### config.mk
export PLATFORM = sky130hd
export DESIGN_NAME = dso_status_out
export DESIGN_NICKNAME = d
export VERILOG_FILES = /design/src/include/dso_pkg.sv /design/src/dso_status_out.sv
export SDC_FILE = /design/constraint.sdc
export NUM_CORES = 1
export LEC_CHECK = 0
export ABC_AREA = 0
export BUFFER_PORTS_ARGS = -buffer_cell sky130_fd_sc_hd__buf_2
export CAP_MARGIN = 10
export CORE_ASPECT_RATIO = 0.8
export CORE_UTILIZATION = 40
export DETAILED_ROUTE_END_ITERATION = 6
export GPL_ROUTABILITY_DRIVEN = 0
export MAX_ROUTING_LAYER = met4
export PLACE_DENSITY_LB_ADDON = 0.25
export REMOVE_ABC_BUFFERS = 1
export SLEW_MARGIN = 15
export SYNTH_ARGS = -nofsm -noshare
export SYNTH_HDL_FRONTEND = slang
export SYNTH_SLANG_ARGS = --single-unit
### constraint.sdc
create_clock -name ref_clk -period 13.8 [get_ports ref_clk]
set_clock_uncertainty 0.2 [all_clocks]
set_input_delay 3.45 -clock ref_clk [delete_from_list [all_inputs] [get_ports ref_clk]]
set_output_delay 3.45 -clock ref_clk [all_outputs]
set_load 0.02 [all_outputs]
### src/include/dso_pkg.sv
// constants, types and register map of the drive status output block
// Overview of operation
// - ready output on once hardware prepared and no protection active
// - code 21: delayed arrival after pre-limit frequency in band plus delay
// - code 22: limiting output only after limiting persists 20 ms or more
// - heat sink warning sets above trip minus 5, clears at minus 8
// - code 30: wear alarm when any capacitor or fan reaches end of life
// - code 33: reference loss output follows analog loss state
// - code 35: output-on while running at or below start frequency or DC braking
// - code 36: overload prevention output held on at least 100 ms
// - codes 37/38: current detect when current above level longer than timer
// - current detect clears when current below 90 percent of its level
// - current detect stays on at least 100 ms once asserted
// - two current detect channels, each with own level and timer
// - code 49: second motor output while motor 2 is selected
// - code 57: terminal carries the brake release command
// - code 99: any-alarm output while protection active in alarm mode
// - plain arrival immediate on band entry; delayed arrival follows later
// - code 7: overload warning when current exceeds first level
// - first current level shared by overload warning and detect one
// - code plus 1000 selects inverted polarity for every signal
package dso_pkg;

  // clock and the millisecond time base
  localparam int unsigned DSO_CLK_PERIOD_NS = 8;
  localparam int unsigned DSO_MS_NS = 1000000;
  localparam int unsigned DSO_MS_CYCLES = DSO_MS_NS / DSO_CLK_PERIOD_NS;

  // times in milliseconds
  localparam logic [15:0] DSO_LIMIT_DELAY_MS = 16'h0014;
  localparam logic [15:0] DSO_OLP_HOLD_MS = 16'h0064;
  localparam logic [15:0] DSO_CD_HOLD_MS = 16'h0064;

  // heat sink hysteresis in degrees below trip
  localparam logic [8:0] DSO_HS_SET_DEG = 9'h005;
  localparam logic [8:0] DSO_HS_CLR_DEG = 9'h008;

  // current detect release ratio, numerator over denominator
  localparam logic [19:0] DSO_CD_CLR_NUM = 20'h00009;
  localparam logic [19:0] DSO_CD_CLR_DEN = 20'h0000a;

  // terminals and selection codes
  localparam int unsigned DSO_NUM_TERM = 3;
  localparam int unsigned DSO_NUM_CD = 2;
  localparam logic [10:0] DSO_CODE_INVERT = 11'h3e8;
  localparam logic [10:0] DSO_CODE_OVL_WARN = 11'h007;
  localparam logic [10:0] DSO_CODE_READY = 11'h00a;
  localparam logic [10:0] DSO_CODE_ARRIVAL = 11'h001;
  localparam logic [10:0] DSO_CODE_DLY_ARRIVAL = 11'h015;
  localparam logic [10:0] DSO_CODE_DLY_LIMIT = 11'h016;
  localparam logic [10:0] DSO_CODE_HEATSINK = 11'h01c;
  localparam logic [10:0] DSO_CODE_WEAR = 11'h01e;
  localparam logic [10:0] DSO_CODE_REF_LOSS = 11'h021;
  localparam logic [10:0] DSO_CODE_LOW_FREQ = 11'h023;
  localparam logic [10:0] DSO_CODE_OLP = 11'h024;
  localparam logic [10:0] DSO_CODE_CD_ONE = 11'h025;
  localparam logic [10:0] DSO_CODE_CD_TWO = 11'h026;
  localparam logic [10:0] DSO_CODE_MOTOR2 = 11'h031;
  localparam logic [10:0] DSO_CODE_BRAKE = 11'h039;
  localparam logic [10:0] DSO_CODE_ALARM = 11'h063;

  // register byte addresses
  localparam logic [7:0] DSO_ADDR_SEL0 = 8'h00;
  localparam logic [7:0] DSO_ADDR_SEL1 = 8'h04;
  localparam logic [7:0] DSO_ADDR_SEL2 = 8'h08;
  localparam logic [7:0] DSO_ADDR_ARR_BAND = 8'h0c;
  localparam logic [7:0] DSO_ADDR_ARR_DELAY = 8'h10;
  localparam logic [7:0] DSO_ADDR_CD_LEVEL1 = 8'h14;
  localparam logic [7:0] DSO_ADDR_CD_TIMER1 = 8'h18;
  localparam logic [7:0] DSO_ADDR_CD_LEVEL2 = 8'h1c;
  localparam logic [7:0] DSO_ADDR_CD_TIMER2 = 8'h20;
  localparam logic [7:0] DSO_ADDR_TRIP_TEMP = 8'h24;
  localparam logic [7:0] DSO_ADDR_START_FREQ = 8'h28;
  localparam logic [7:0] DSO_ADDR_STATUS = 8'h2c;
  localparam logic [7:0] DSO_ADDR_TERM = 8'h30;

  // register reset values
  localparam logic [10:0] DSO_RST_SEL0 = 11'h00a;
  localparam logic [10:0] DSO_RST_SEL1 = 11'h025;
  localparam logic [10:0] DSO_RST_SEL2 = 11'h063;
  localparam logic [15:0] DSO_RST_ARR_BAND = 16'h00fa;
  localparam logic [15:0] DSO_RST_ARR_DELAY = 16'h0064;
  localparam logic [15:0] DSO_RST_CD_LEVEL = 16'h03e8;
  localparam logic [15:0] DSO_RST_CD_TIMER = 16'h0064;
  localparam logic [7:0] DSO_RST_TRIP_TEMP = 8'h5a;
  localparam logic [15:0] DSO_RST_START_FREQ = 16'h0032;

  // current detect channel states, gray along the path
  typedef enum logic [1:0] {
    DSO_CD_IDLE = 2'b00,
    DSO_CD_TIMING = 2'b01,
    DSO_CD_HOLD = 2'b11,
    DSO_CD_ON = 2'b10
  } dso_cd_state_type;

  // drive state sampled by the block
  typedef struct packed {
    logic hw_ready;
    logic prot_active;
    logic alarm_mode;
    logic running;
    logic dc_brake;
    logic limiting;
    logic olp_active;
    logic cap_life_end;
    logic fan_life_end;
    logic ref_loss;
    logic motor_select_input;
    logic brake_release;
    logic [15:0] out_freq;
    logic [15:0] pre_limit_freq;
    logic [15:0] ref_freq;
    logic [15:0] out_current;
    logic [7:0] heatsink_temp;
  } dso_drive_type;

  // internal status signals, bit 0 is any_alarm_out
  typedef struct packed {
    logic ready_out;
    logic arrival_out;
    logic delayed_arrival_out;
    logic delayed_limiting_out;
    logic heatsink_warn_out;
    logic wear_alarm_out;
    logic ref_loss_out;
    logic low_freq_output_on;
    logic overload_prevention_out;
    logic current_detect_one;
    logic current_detect_two;
    logic overload_warn_out;
    logic second_motor_out;
    logic brake_cmd_out;
    logic any_alarm_out;
  } dso_status_type;

endpackage

### src/dso_status_out.sv
// drive status output logic: status derivation and terminal routing
`timescale 1ns/10ps
module dso_status_out #(
  parameter int unsigned MS_CYCLES = dso_pkg::DSO_MS_CYCLES
) (
  // clock and reset
  input wire logic ref_clk,
  input wire logic rst_b,
  // register port
  input wire logic [7:0] reg_addr,
  input wire logic [15:0] reg_wdata,
  input wire logic reg_wr,
  input wire logic reg_rd,
  output logic [15:0] reg_rdata,
  // drive state
  input wire dso_pkg::dso_drive_type drive_in,
  // terminals and status
  output logic [dso_pkg::DSO_NUM_TERM-1:0] term_out,
  output dso_pkg::dso_status_type status_out
);
  import dso_pkg::*;

  // absolute difference of two frequencies
  // larger operand first
  function automatic logic [15:0] abs_diff(input logic [15:0] a,
                                           input logic [15:0] b);
    return (a >= b) ? a - b : b - a;
  endfunction

  // picks one status signal by selection code and applies polarity
  function automatic logic term_value(input logic [10:0] code,
                                      input dso_status_type st);
    logic inv;
    logic [10:0] base;
    logic sig;
    logic valid;

    // strip the offset
    inv = (code >= DSO_CODE_INVERT);
    base = inv ? code - DSO_CODE_INVERT : code;
    sig = 1'b0;
    valid = 1'b1;
    // foreign codes: default
    case (base)
      DSO_CODE_OVL_WARN: sig = st.overload_warn_out;
      DSO_CODE_READY: sig = st.ready_out;
      DSO_CODE_ARRIVAL: sig = st.arrival_out;
      DSO_CODE_DLY_ARRIVAL: sig = st.delayed_arrival_out;
      DSO_CODE_DLY_LIMIT: sig = st.delayed_limiting_out;
      DSO_CODE_HEATSINK: sig = st.heatsink_warn_out;
      DSO_CODE_WEAR: sig = st.wear_alarm_out;
      DSO_CODE_REF_LOSS: sig = st.ref_loss_out;
      DSO_CODE_LOW_FREQ: sig = st.low_freq_output_on;
      DSO_CODE_OLP: sig = st.overload_prevention_out;
      DSO_CODE_CD_ONE: sig = st.current_detect_one;
      DSO_CODE_CD_TWO: sig = st.current_detect_two;
      DSO_CODE_MOTOR2: sig = st.second_motor_out;
      DSO_CODE_BRAKE: sig = st.brake_cmd_out;
      DSO_CODE_ALARM: sig = st.any_alarm_out;
      default: valid = 1'b0;
    endcase

    // unknown codes stay off in both polarities
    return valid & (sig ^ inv);
  endfunction

  // time base, settings
  logic [16:0] tick_cnt_r;
  logic tick_r;
  logic [10:0] sel_r [DSO_NUM_TERM];
  logic [15:0] arr_band_r;
  logic [15:0] arr_delay_r;
  logic [15:0] cd_level_r [DSO_NUM_CD];
  logic [15:0] cd_timer_r [DSO_NUM_CD];
  logic [7:0] trip_temp_r;
  logic [15:0] start_freq_r;

  // ms timers
  logic [15:0] arr_cnt_r;
  logic [15:0] lim_cnt_r;
  logic [15:0] olp_cnt_r;

  // detectors
  logic hs_warn_r;
  logic [DSO_NUM_CD-1:0] cd_on;
  logic arrival_hit;
  logic pre_hit;
  logic [8:0] temp_ext;
  logic [8:0] trip_ext;

  // status and reads
  dso_status_type status_nxt;
  dso_status_type status_r;
  logic [DSO_NUM_TERM-1:0] term_r;
  logic [15:0] rdata_r;
  logic [15:0] rdata_nxt;

  // one-cycle enable every millisecond; all timers count in these ticks
  // free running: timers lag a tick
  always_ff @(posedge ref_clk) begin
    if (!rst_b) begin
      tick_cnt_r <= 17'h00000;
      tick_r <= 1'b0;
    end else if (tick_cnt_r == 17'(MS_CYCLES - 1)) begin
      tick_cnt_r <= 17'h00000;
      tick_r <= 1'b1;
    end else begin
      tick_cnt_r <= tick_cnt_r + 17'h00001;
      tick_r <= 1'b0;
    end
  end

  // terminal selectors, one per terminal
  // 11 bits hold inverted codes
  always_ff @(posedge ref_clk) begin
    if (!rst_b) begin
      sel_r[0] <= DSO_RST_SEL0;
      sel_r[1] <= DSO_RST_SEL1;
      sel_r[2] <= DSO_RST_SEL2;
    end else if (reg_wr) begin
      case (reg_addr)
        DSO_ADDR_SEL0: sel_r[0] <= reg_wdata[10:0];
        DSO_ADDR_SEL1: sel_r[1] <= reg_wdata[10:0];
        DSO_ADDR_SEL2: sel_r[2] <= reg_wdata[10:0];
        default: ;
      endcase
    end
  end

  // detection settings; level one also drives the overload warning
  // timers apply mid-count
  always_ff @(posedge ref_clk) begin
    if (!rst_b) begin
      arr_band_r <= DSO_RST_ARR_BAND;
      arr_delay_r <= DSO_RST_ARR_DELAY;
      cd_level_r[0] <= DSO_RST_CD_LEVEL;
      cd_timer_r[0] <= DSO_RST_CD_TIMER;
      cd_level_r[1] <= DSO_RST_CD_LEVEL;
      cd_timer_r[1] <= DSO_RST_CD_TIMER;
      trip_temp_r <= DSO_RST_TRIP_TEMP;
      start_freq_r <= DSO_RST_START_FREQ;
    end else if (reg_wr) begin
      case (reg_addr)
        DSO_ADDR_ARR_BAND: arr_band_r <= reg_wdata;
        DSO_ADDR_ARR_DELAY: arr_delay_r <= reg_wdata;
        DSO_ADDR_CD_LEVEL1: cd_level_r[0] <= reg_wdata;
        DSO_ADDR_CD_TIMER1: cd_timer_r[0] <= reg_wdata;
        DSO_ADDR_CD_LEVEL2: cd_level_r[1] <= reg_wdata;
        DSO_ADDR_CD_TIMER2: cd_timer_r[1] <= reg_wdata;
        DSO_ADDR_TRIP_TEMP: trip_temp_r <= reg_wdata[7:0];
        DSO_ADDR_START_FREQ: start_freq_r <= reg_wdata;
        default: ;
      endcase
    end
  end

  // arrival band checks: plain uses output freq, delayed the pre-limit one
  assign arrival_hit =
    abs_diff(drive_in.ref_freq, drive_in.out_freq) <= arr_band_r;
  assign pre_hit =
    abs_diff(drive_in.ref_freq, drive_in.pre_limit_freq) <= arr_band_r;

  // time spent in band; leaving the band restarts the delay
  // saturates, never wraps
  always_ff @(posedge ref_clk) begin
    if (!rst_b) begin
      arr_cnt_r <= 16'h0000;
    end else if (!pre_hit) begin
      arr_cnt_r <= 16'h0000;
    end else if (tick_r && arr_cnt_r != 16'hffff) begin
      arr_cnt_r <= arr_cnt_r + 16'h0001;
    end
  end

  // continuous limiting time; any gap restarts it
  // saturates too
  always_ff @(posedge ref_clk) begin
    if (!rst_b) begin
      lim_cnt_r <= 16'h0000;
    end else if (!drive_in.limiting) begin
      lim_cnt_r <= 16'h0000;
    end else if (tick_r && lim_cnt_r != 16'hffff) begin
      lim_cnt_r <= lim_cnt_r + 16'h0001;
    end
  end

  // overload prevention hold; reloaded while active so release is late
  // short requests get the full hold
  always_ff @(posedge ref_clk) begin
    if (!rst_b) begin
      olp_cnt_r <= 16'h0000;
    end else if (drive_in.olp_active) begin
      olp_cnt_r <= DSO_OLP_HOLD_MS + 16'h0001;
    end else if (tick_r && olp_cnt_r != 16'h0000) begin
      olp_cnt_r <= olp_cnt_r - 16'h0001;
    end
  end

  // heat sink warning with 3 degree hysteresis, set wins over clear
  // nine bits: sums cannot wrap
  assign temp_ext = {1'b0, drive_in.heatsink_temp};
  assign trip_ext = {1'b0, trip_temp_r};
  always_ff @(posedge ref_clk) begin
    if (!rst_b) begin
      hs_warn_r <= 1'b0;
    end else if (temp_ext + DSO_HS_SET_DEG > trip_ext) begin
      hs_warn_r <= 1'b1;
    end else if (temp_ext + DSO_HS_CLR_DEG <= trip_ext) begin
      hs_warn_r <= 1'b0;
    end
  end

  // two independent current detect channels
  genvar g;
  generate
    for (g = 0; g < DSO_NUM_CD; g++) begin : gen_cd
      dso_cd_state_type state_r;
      logic [15:0] cnt_r;
      logic above;
      logic below_clr;
      logic [19:0] cur_scaled;
      logic [19:0] lvl_scaled;

      // compare in 20 bits so the 90 percent scaling cannot overflow
      assign above = drive_in.out_current > cd_level_r[g];
      assign cur_scaled = {4'h0, drive_in.out_current} * DSO_CD_CLR_DEN;
      assign lvl_scaled = {4'h0, cd_level_r[g]} * DSO_CD_CLR_NUM;
      assign below_clr = cur_scaled < lvl_scaled;
      assign cd_on[g] = (state_r == DSO_CD_HOLD) || (state_r == DSO_CD_ON);

      // one counter serves the timer and then the minimum width
      always_ff @(posedge ref_clk) begin
        if (!rst_b) begin
          state_r <= DSO_CD_IDLE;
          cnt_r <= 16'h0000;
        end else begin
          case (state_r)
            DSO_CD_IDLE: begin
              // restart from zero
              cnt_r <= 16'h0000;
              if (above) begin
                state_r <= DSO_CD_TIMING;
              end
            end
            DSO_CD_TIMING: begin
              // more ticks than the timer
              if (!above) begin
                state_r <= DSO_CD_IDLE;
                cnt_r <= 16'h0000;
              end else if (cnt_r > cd_timer_r[g]) begin
                state_r <= DSO_CD_HOLD;
                cnt_r <= DSO_CD_HOLD_MS + 16'h0001;
              end else if (tick_r && cnt_r != 16'hffff) begin
                cnt_r <= cnt_r + 16'h0001;
              end
            end
            DSO_CD_HOLD: begin
              // release is ignored until the minimum width has passed
              if (cnt_r == 16'h0000) begin
                state_r <= DSO_CD_ON;
              end else if (tick_r) begin
                cnt_r <= cnt_r - 16'h0001;
              end
            end
            DSO_CD_ON: begin
              // 90..100 percent holds
              if (below_clr) begin
                state_r <= DSO_CD_IDLE;
              end
            end
            default: begin
              state_r <= DSO_CD_IDLE;
              cnt_r <= 16'h0000;
            end
          endcase
        end
      end
    end
  endgenerate

  // next value of every status signal
  always_comb begin
    status_nxt.ready_out = drive_in.hw_ready &&
                           !drive_in.prot_active;
    status_nxt.arrival_out = arrival_hit;
    status_nxt.delayed_arrival_out = pre_hit &&
                                     (arr_cnt_r >= arr_delay_r);

    // limiting still present
    status_nxt.delayed_limiting_out = drive_in.limiting &&
                                      (lim_cnt_r > DSO_LIMIT_DELAY_MS);
    status_nxt.heatsink_warn_out = hs_warn_r;
    status_nxt.wear_alarm_out = drive_in.cap_life_end ||
                                drive_in.fan_life_end;
    status_nxt.ref_loss_out = drive_in.ref_loss;
    status_nxt.low_freq_output_on =
      (drive_in.running && drive_in.out_freq <= start_freq_r) ||
      drive_in.dc_brake;

    // on now, hold covers the tail
    status_nxt.overload_prevention_out = drive_in.olp_active ||
                                         (olp_cnt_r != 16'h0000);
    status_nxt.current_detect_one = cd_on[0];
    status_nxt.current_detect_two = cd_on[1];
    // shares level one with current detect one
    status_nxt.overload_warn_out =
      drive_in.out_current > cd_level_r[0];
    status_nxt.second_motor_out = drive_in.motor_select_input;
    status_nxt.brake_cmd_out = drive_in.brake_release;
    status_nxt.any_alarm_out = drive_in.prot_active &&
                               drive_in.alarm_mode;
  end

  // status register
  // one cycle behind drive_in
  always_ff @(posedge ref_clk) begin
    if (!rst_b) begin
      status_r <= '0;
    end else begin
      status_r <= status_nxt;
    end
  end

  // terminal routing from the same next value, so terminals and status agree
  // reset sits low, inverted too
  generate
    for (g = 0; g < DSO_NUM_TERM; g++) begin : gen_term
      always_ff @(posedge ref_clk) begin
        if (!rst_b) begin
          term_r[g] <= 1'b0;
        end else begin
          term_r[g] <= term_value(sel_r[g], status_nxt);
        end
      end
    end
  endgenerate

  // read decode; unmapped addresses read zero
  // read-only views at the end
  always_comb begin
    rdata_nxt = 16'h0000;
    case (reg_addr)
      DSO_ADDR_SEL0: rdata_nxt = {5'h00, sel_r[0]};
      DSO_ADDR_SEL1: rdata_nxt = {5'h00, sel_r[1]};
      DSO_ADDR_SEL2: rdata_nxt = {5'h00, sel_r[2]};
      DSO_ADDR_ARR_BAND: rdata_nxt = arr_band_r;
      DSO_ADDR_ARR_DELAY: rdata_nxt = arr_delay_r;
      DSO_ADDR_CD_LEVEL1: rdata_nxt = cd_level_r[0];
      DSO_ADDR_CD_TIMER1: rdata_nxt = cd_timer_r[0];
      DSO_ADDR_CD_LEVEL2: rdata_nxt = cd_level_r[1];
      DSO_ADDR_CD_TIMER2: rdata_nxt = cd_timer_r[1];
      DSO_ADDR_TRIP_TEMP: rdata_nxt = {8'h00, trip_temp_r};
      DSO_ADDR_START_FREQ: rdata_nxt = start_freq_r;
      DSO_ADDR_STATUS: rdata_nxt = {1'b0, status_r};
      DSO_ADDR_TERM: rdata_nxt = {13'h0000, term_r};
      default: rdata_nxt = 16'h0000;
    endcase
  end

  // read data stands only in the cycle after the strobe
  // zero outside the read cycle
  always_ff @(posedge ref_clk) begin
    if (!rst_b) begin
      rdata_r <= 16'h0000;
    end else if (reg_rd) begin
      rdata_r <= rdata_nxt;
    end else begin
      rdata_r <= 16'h0000;
    end
  end

  // outputs are registers
  assign reg_rdata = rdata_r;
  assign term_out = term_r;
  assign status_out = status_r;

endmodule

# Word-level counts from Yosys, hierarchy flattened
# Memory sizes are Yosys's and may differ from the RTL's.
# Index checks and enable logic that the tools add are counted.
# classes
add_sub_neg,17
n_mul,3
n_lt_le_gt_ge,18
eq_ne,82
mux,83
bitwise_logic,14
reduce_logical,42
# op_table
cell,n
$mux W16,16
$eq A11 B6 Y1 const B,21
$pmux W16 S13,1
$eq A11 B5 Y1 const B,12
$pmux W16 S3,2
$mux W11,6
$add A16 B1 Y16 const B,4
$gt A16 B16 Y1,4
$ne A16 B16 Y1 const B,4
$sub A16 B16 Y16,4
$ge A16 B16 Y1,3
$le A16 B16 Y1,3
$sub A16 B1 Y16 const B,3
$pmux W1 S15,3
$reduce_or A15 Y1,3
$mux W1,41
$eq A8 B6 Y1 const B,5
$lt A20 B20 Y1,2
$mul A16 B4 Y20 const B,2
$eq A11 B1 Y1 const B,3
$eq A11 B3 Y1 const B,3
$eq A11 B4 Y1 const B,3
$eq A11 B7 Y1 const B,3
$ge A11 B10 Y1 const B,3
other kinds (37),105
# word_totals
regBits,193
mem_bits_rw,97
input_bits,112
wordCells,296
n_memories,3
# memory_table
memory,depth,word_bits,read_ports,rd_ports_with_merged_regs,write_ports,line,source
sel_r,3,11,3,0,3,dso_status_out.sv:70,logic [10:0] sel_r [DSO_NUM_TERM];
cd_level_r,2,16,2,0,2,dso_status_out.sv:73,logic [15:0] cd_level_r [DSO_NUM_CD];
cd_timer_r,2,16,2,0,2,dso_status_out.sv:74,logic [15:0] cd_timer_r [DSO_NUM_CD];

# Logic depth before layout (Yosys ltp)
# Gate-level depths: netlist of the first run.
# logic_depth
word_depth,8
ltp_mapped,26
depth_no_buf,25

# Least setup slack after synthesis of the first run
# OpenSTA, ideal clock, no wires.
# synth_path
kind,input -> register
start,in drive_in[24] in the netlist's numbering
end,reg term_r[2] (netlist: term_out[2])
setup_time_ps,91
arrival_ps,8185
required_time_ps,13509
path_slack_ps,5324
stages,24
n_path_buf,1
cell_sequence,inv_1 > ha_1 > inv_1 > fa_1 > a211oi_1 > o21ai_1 > nand4_1 > nand3_1 > o41a_1 > a2111oi_0 > o21ai_1 > buf_2 > mux2i_1 > xnor2_1 > ha_1 > and4_1 > nand2_1 > or2_2 > o31a_1 > or4b_1 > o2111ai_1 > nor4_2 > xnor2_1 > a311oi_1
# synth_between
elab_chain_len,8
# synth_rtl
element,line,source
start: declaration,dso_status_out.sv:16,"input wire dso_pkg::dso_drive_type drive_in,"
$sub A16 B16 Y16 or $ge A16 B16 Y1 (tied branches),dso_status_out.sv:27,return (a >= b) ? a - b : b - a;
$mux W16,dso_status_out.sv:27,
$le A16 B16 Y1 (implied by the code),dso_status_out.sv:161,"abs_diff(drive_in.ref_freq, drive_in.pre_limit_freq) <= arr_band_r;"
$logic_and A1 B1 Y1,dso_status_out.sv:286,status_nxt.delayed_arrival_out = pre_hit &&
$pmux W1 S15 *,dso_status_out.sv:44,case (base)
$mux W1 *,dso_status_out.sv:329,if (!rst_b) begin
$xor A1 B1 Y1 *,dso_status_out.sv:64,return valid & (sig ^ inv);
$and A1 B1 Y1 *,dso_status_out.sv:64,
end signal: indexed assignment,dso_status_out.sv:332,"term_r[g] <= term_value(sel_r[g], status_nxt);"
end: declaration,dso_status_out.sv:94,logic [DSO_NUM_TERM-1:0] term_r;
# Mark *: on every way between the ends. The rest lies on a longest branch, timed or not. The select of a mux whose other input is x is not followed.
# A chain may end at the register's enable or synchronous reset.

# Worst setup path after layout of the first run
# Same ends and word-level chain as after synthesis.

==> metrics list, run 1 <==
- Bufs and invs on worst path: 4
- The largest single stage delay on the critical path is 0.50 ns.
- The floorplan has 79 rows.
- Prior to clock tree synthesis, the placed netlist has a worst setup slack of 4.36 ns.
* Die area: 60700 µm²
- The critical path is of the input pin to register type.
- For this configuration, the core starts out at a cell density of 0.407.
* TritonCTS buffer count: 34
- The number of gates resized after CTS was 0.
- Violations in the final reports: design-rule violations
- Ratio of cells with drive above 1 in the final layout: 0.0870
- Detailed placement finished with a half-perimeter wire length of 61900 µm.
- Via count: 22500
- CTS tree: yes
* Reg-to-reg critical path startpoint: cd_level_r[0][14]$_DFFE_PP_
* H-tree depth reported by CTS: 2
* Worst-skew pair later-pin latency: 0.56 ns
- Unrepaired setup endpoints after global routing: no
* Crit end category: register
- After synthesis, the netlist uses 90 different library cells.
- The clock passes through at most 3 buffers.
- Timing would allow up to 112 MHz.
- Final #Nets: 3398
* Clock-pin slew of the registers on the worst-case setup and hold paths: 0.06 ns
- Setup Viol. Count Final: 0
- Area added between synthesis and finish: 11.4%
* Post-Synthesis Cells: 2844
- Crit path setup slack, layout: 4.84 ns
- The initial antenna violation count is 1.
- The flow ran to the end, but the final reports show violations.
* Post-synth EDFFs: 97
* Worst Path Required: 14.07 ns
* Worst path top cell family by delay: compound AO/OA/AOI/OAI gates
- Measured against its own limit, the worst slew margin works out to 0.213.
- Routed Antenna Nets: 0
* Number of synthesis warnings: 0
- Worst Hold Slack: 0.286 ns
- The analysis attributes to cell leakage a power of 11.2 nW.
* Worst path slowest cell: or4b_1
- Dividing the detail-routed via count by the number of cells gives 6.03.
- Core Region: 58600 µm²
- Max Cap Violations: 0
- Start point of the worst min-delay path: tick_cnt_r[0]$_SDFF_PP0_
- Violation count after the first detailed-routing iteration: 2463
* Number of hold-repair buffers added at the cts stage: 0
* Mean cell area of the mapped netlist: 8.40 µm²
* Total power per unit cell area: 97.7 nW/µm²
- CP max FO: 13
- The hold violation total from the final report was 0.
- Worst-margin pin slew: 1.18 ns
- Summed over all failing endpoints, the final setup total negative slack is 0 ns.
- Arrival time at the worst endpoint: 9.23 ns
- The cell sitting at the root of the clock tree is a clkbuf_16.
* Number of detailed-route iterations in the first pass: 7
* Proportion of synthesized flip-flops having asynchronous set or reset: 0
- Final period util: 0.650
- Pin placement for this block handled 146 I/O pins.
* Residual DRC count: 4
- In the global route stage, overall resource usage came out at 0.265.
- For the finished layout, the period the worst path requires is 8.96 ns.
- The mapped netlist covers 23900 µm².
- STA classifies the critical path startpoint as an input pin.
- Number of buffers inserted to repair setup after CTS: 0
- Post-detailed-routing wire length: 79700 µm
- Die X: 275 µm
- Total of flip-flops plus latches after synthesis: 290
- Pin count of the biggest net entering global routing: 60
- For this design, the sink count on the clock tree is 290.
- After detailed routing, the average wire length per cell comes to 21.3 µm.
- Vert. Die Dim: 221 µm
- Maximum resistive drop on vdd: 83.3 µV
- Overall overflow remaining after global route: 0
- The count of buffers added on input and output ports is 145.
- For this run, the register share of the synthesized area comes to 0.284.
- Commonest non-fill, non-tap cell in the layout: ha_1
- Path class of the lowest-slack min-delay path: register to register
- First-pass GRT wire length: 122000 µm
- In the layout the commonest cells are ha_1, nand2_1, inv_1.
* Setup crit start: drive_in[24]
- Vias in the first global route: 21100
- Most used flip-flop cell after synthesis: dfxtp_1
- Slew Viols, Final: 0
==> synthesized netlist by cell type, types with 28 or more instances <==
library cell	n	share of area
a31oi_1	42	0.011
nand2b_1	41	0.011
mux2i_1	32	0.013
nand4_1	48	0.013
dfxtp_1	193	0.16
ha_1	340	0.18
a221oi_1	33	0.012
and2_1	61	0.016
nor2_1	203	0.032
nor2b_1	42	0.011
xnor2_1	68	0.025
clkbuf_1	95	0.015
xor2_1	61	0.022
nor3_1	60	0.013
a211oi_1	28	0.0088
or3_1	34	0.0089
inv_1	236	0.037
edfxtp_1	97	0.12
and3_1	33	0.0086
a21oi_1	197	0.041
o211ai_1	38	0.012
a21o_1	61	0.019
o21ai_0	99	0.021
nand2_1	240	0.038
nand3_1	90	0.019
==> flip-flops by register name (all words and copies together) (netlist names), 8 cells and up <==
name          count
tick_cnt_r       17
arr_band_r       16
olp_cnt_r        16
start_freq_r     16
status_out       15
lim_cnt_r        16
trip_temp_r       8
cd_level_r       32
cd_timer_r       32
sel_r            33
gen_cd.cnt_r     32
reg_rdata        16
arr_delay_r      16
arr_cnt_r        16
==> logic make-up after synthesis <==
| group | count (synthesis) | synth area share |
|---|---|---|
| AND/OR/NAND/NOR | 941 | 0.198 |
| AO/OA/AOI/OAI | 758 | 0.217 |
| adder cells (fa/ha/maj) | 347 | 0.184 |
| buffers and inverters | 339 | 0.0534 |
| flip-flops | 290 | 0.284 |
| XOR/XNOR | 129 | 0.0473 |
| multiplexers | 40 | 0.0172 |
==> layer usage <==
layer	vias up	GRT usage	wire, µm
met5	-	-	0
met4	0	0.0838	2750
met3	174	0.0505	7000
met2	972	0.401	34900
met1	10700	0.357	35100
li1	10700	-	-
==> stage by stage <==
stage / power, W / instances / util / instance area (µm²)
floorplan: 0.00136 / 2742 / - / 23500
global placement: 0.00154 / 3672 / 0.432 / 25300
detailed placement: 0.00156 / 3672 / 0.432 / 25300
CTS: 0.00259 / 3734 / 0.454 / 26600
global route: 0.00271 / 3734 / 0.454 / 26600
finish: 0.00260 / 3736 / 0.454 / 26600
==> where the power goes <==
group,leakage (nW),switching (W),internal (W)
Combinational,8.08,0.000358,0.000249
Sequential,2.50,0.0000457,0.000904
Clock,0.624,0.000400,0.000642
==> area by class of cell <==
type                            count  area [µm²]
Timing Repair Buffer              161         846
Clock inverter                     21         319
Tap cell                          769         962
Sequential cell                   290        6780
Antenna cell                        2        5.00
Clock buffer                       41         972
Fill cell                        5744       32000
Inverter                          237         890
Multi-Input combinational cell   2215       15800
==> final timing paths <==
| kind | slack (ns) | cells past startpoint | to |
|---|---|---|---|
| min | 0.29 | 1 | tick_cnt_r[0]$_SDFF_PP0_ |
| min reg2reg | 0.29 | 1 | tick_cnt_r[0]$_SDFF_PP0_ |
| max | 4.84 | 26 | term_out[2]$_SDFF_PN0_ |
| max reg2reg | 8.56 | 11 | gen_cd[0].cnt_r[4]$_SDFFE_PN0P_ |
(Power assumes the default switching activity.)
==> inputs of run 2 (changes only) <==
- ABC_AREA: 0 -> 1
- clock period: 13.8 -> 8.2 ns (I/O delays scaled with it)
==> run 2 against run 1 <==
The run now ends clean; area after synthesis grew 4.6%; hold slack got worse by 0.037 ns; flip-flop and latch count unchanged; die area increased by 4.5%; worst setup slack lost 3.1 ns; non-clock buffer count down 5; clock power increased by 36%; wire length rose by 0.62%; critical path depth rose by 3; largest power group is now sequential cells.
==> metrics list, run 2 <==
* Count of buffers inserted at the top-level ports: 145
- Of the total power, the clock network draws 0.331.
- The final-report max-slew violation count came to 0.
* CP max FO: 22
* Final hold viol count: 0
* Nature of the critical path startpoint: input pin
* Max Cap Violations: 0
* Slowest Stage Delay on Critical Path: 0.65 ns
- Area taken by flip-flops and latches: 6780 µm²
- After detailed routing, the number of remaining DRC violations is 0.
* Post-detailed-routing wire length: 80200 µm
- The floorplan step set the die width to 281 µm.
- Most numerous cell on the critical path: nand2_1
- Clock-pin slew of the registers on the worst-case setup and hold paths: 0.07 ns
- Arrival time at the worst endpoint: 6.78 ns
- Path class of the lowest-slack min-delay path: register to register
- Excluding fillers, the count of instances in the completed layout stands at 4523.
- The number of global-route vias before repair was 21700.
* Ratio of cells with drive above 1 in the final layout: 0.0686
* Max Fclk: 155 MHz
- Mean cell area of the mapped netlist: 7.04 µm²
- The worst hold path terminates at tick_cnt_r[0]$_SDFF_PP0_.
* H-tree depth reported by CTS: 1
- STA classifies the critical path endpoint as a register.
- The share of synthesized area in the top cell type comes to 0.170.
- Initial Util: 0.407
* Die area: 63400 µm²
* Cell area after placement: 26500 µm²
- The startpoint identified for the worst register-to-register timing path is cd_level_r[0][2]$_DFFE_PP_.
- After legalization and detailed placement, the total HPWL measured 64500 µm.
- Vert. Die Dim: 225 µm
- After floorplanning, the core was sized to cover 61400 µm².
* Number of gates resized after CTS: 0
- Counting every sink on the clock net gives 290.
- Final cell utilization of the core: 0.448
* Post-synth EDFFs: 97
- Average wire per standard cell: 17.7 µm
- Type of the worst setup path: input pin to register
- At the pin with the least slew margin, the transition time is 1.11 ns.
- The routed layout has 24300 vias.
- IO Count: 146
- Final period util: 0.789
- LEAKAGE: 13.1 nW
* Terminus of the critical flop-to-flop path: gen_cd[0].state_r[0]$_SDFFE_PN0P_
* Internal Power: 0.00274 W
* Switching component of the power: 0.00152 W
* Overall overflow remaining after global route: 0
- TritonCTS built the clock tree.
- By count the netlist is led by nand2_1, inv_1, ha_1, a21oi_1, nor2_1.
- Setup Viol. Count Final: 0
- Total of flip-flops plus latches after synthesis: 290
- Across every metal layer, demand over resource in global routing totals 0.258.
- The flow ran to the end, and the final reports show no timing, DRC or antenna violations.
- Violation count after the first detailed-routing iteration: 2736
- Number of hold-repair buffers added at the cts stage: 0
- CTS Root Buffer Type: clkbuf_16
- Proportion of synthesized flip-flops having asynchronous set or reset: 0
- The register with the most flip-flops in the layout has 33 of them.
- Routed Antenna Nets: 0
- Worst Hold Depth: 1
- Counting cells, the worst reg-to-reg path comes to 23.
- After routing the design area is 27500 µm².
- Maximum resistive drop on vdd: 177 µV
- Post-Synthesis Cells: 3548
- Worst Path Required: 8.52 ns
- In the final layout, the multi-input gates occupy 15800 µm².
- The number of clock buffers added by TritonCTS is 31.
* Number of placed instances, taps included: 4462
* Worst-skew pair later-pin latency: 0.62 ns
* Maximum buffer depth of the clock tree: 3
- The top cell types in the final layout, fill and taps aside, are nand2_1, inv_1, ha_1.
* Filler Cells Inserted: 6392
- sel_r holds more flip-flops than any other register.
- Of the total power, combinational logic draws 0.295.
- The initial antenna violation count came to 7.
* Largest cells by area after synthesis: ha_1, dfxtp_1, edfxtp_1
- Number of detailed-route iterations in the first pass: 6
- Worst setup slack for register-to-register paths: 3.15 ns
- Total power per unit cell area: 155 nW/µm²
- Setup repair after global routing left no endpoint under its margin.
- Sequential share of the synthesized area: 0.271
- Worst path slowest cell: nand3_1
- The completed layout was analyzed and its total power is 0.00426 W.
- Most common cell in the netlist: nand2_1
* Switching fraction of total power: 0.356
- After the last flow step, the layout net total stands at 4124.
* Post-synthesis cell type count: 61
- Headroom to the max-slew limit came out at 0.261.
- Entering global routing, the biggest net connects 60 pins.
- Number of synthesis warnings: 0
- First-pass GRT wire length: 124000 µm
- After detailed routing, the number of vias per cell comes to 5.37.
* Setup TNS: 0 ns
- Sequential share of power: 0.374
- Leaving out fill and tap cells, the most frequent cell in the layout is nand2_1.
* Synth Cell Area: 25000 µm²
- The area growth from synthesis to layout is 10.2%.
- ha_1 takes more of the synthesized area than any other cell.
- Start point of the worst min-delay path: tick_cnt_r[0]$_SDFF_PP0_
- Number of placement rows: 81
- Number of buffers inserted to repair setup after CTS: 0
- In the synthesized netlist the dominant register cell turns out to be dfxtp_1.
* Crit path time final: 6.47 ns
==> run 2: critical path, delay by kind of cell <==
kind / cells / cell delay [ns]
compound gates: 2 / 0.50
xor+xnor: 1 / 0.14
fa+ha+maj: 3 / 0.84
buf+inv: 6 / 0.52
mux: 1 / 0.56
simple gates: 16 / 2.14
==> run 2: cells by family (layout without fill, tap and decap cells) <==
kind of cell             after synthesis  count (layout)  share of synthesized area
AND/OR/NAND/NOR                     1417            1417                      0.244
AO/OA/AOI/OAI                        746             746                      0.168
buffers and inverters                624             765                     0.0959
adder cells (fa/ha/maj)              347             347                      0.176
flip-flops                           290             290                      0.271
XOR/XNOR                             110             110                     0.0386
multiplexers                          14              14                    0.00581
other                                  0               4                          0
==> run 2: final cells by class <==
cell class,instances,share of cell area
flip-flops and latches,290,0.246
multi-input cells,2634,0.575
clock inverters,21,0.00646
clock buffers,36,0.0292
well taps,830,0.0377
repair buffers,156,0.0294
inverters,552,0.0753
diodes,4,0.000364
==> run 2: metrics by stage <==
stage	hold slack (ns)	setup slack, ns
3_5_place_dp	0.238	1.23
5_1_grt	0.293	1.26
2_1_floorplan	0.218	2.32
6_report	0.248	1.73
4_1_cts	0.251	1.87
3_3_place_gp	0.233	1.24
==> run 2: worst max-delay path by stage <==
stage | startpoint | endpoint | slack, ns
after floorplan | drive_in[24] | term_out[0]$_SDFF_PN0_ | 2.32
after global placement | drive_in[24] | term_out[0]$_SDFF_PN0_ | 1.24
after detailed placement | drive_in[24] | term_out[0]$_SDFF_PN0_ | 1.23
after CTS | drive_in[24] | term_out[0]$_SDFF_PN0_ | 1.87
after global routing | drive_in[24] | term_out[2]$_SDFF_PN0_ | 1.26
final | drive_in[24] | term_out[0]$_SDFF_PN0_ | 1.73
==> run 2: layer usage <==
metal / global-route usage / routed length, µm
met1: 0.365 / 38000
met2: 0.370 / 32600
met3: 0.0615 / 7920
met4: 0.0496 / 1730
met5: - / 0
==> run 2: power by group through the flow <==
| stage | sequential (W) | clock, W | combinational [W] |
|---|---|---|---|
| 4_1_cts | 0.00159 | 0.00143 | 0.00124 |
| 3_3_place_gp | 0.00162 | 0 | 0.00122 |
| 2_1_floorplan | 0.00160 | 0 | 0.000889 |
| 5_1_grt | 0.00160 | 0.00149 | 0.00143 |
| 6_report | 0.00159 | 0.00141 | 0.00126 |
| 3_5_place_dp | 0.00162 | 0 | 0.00123 |
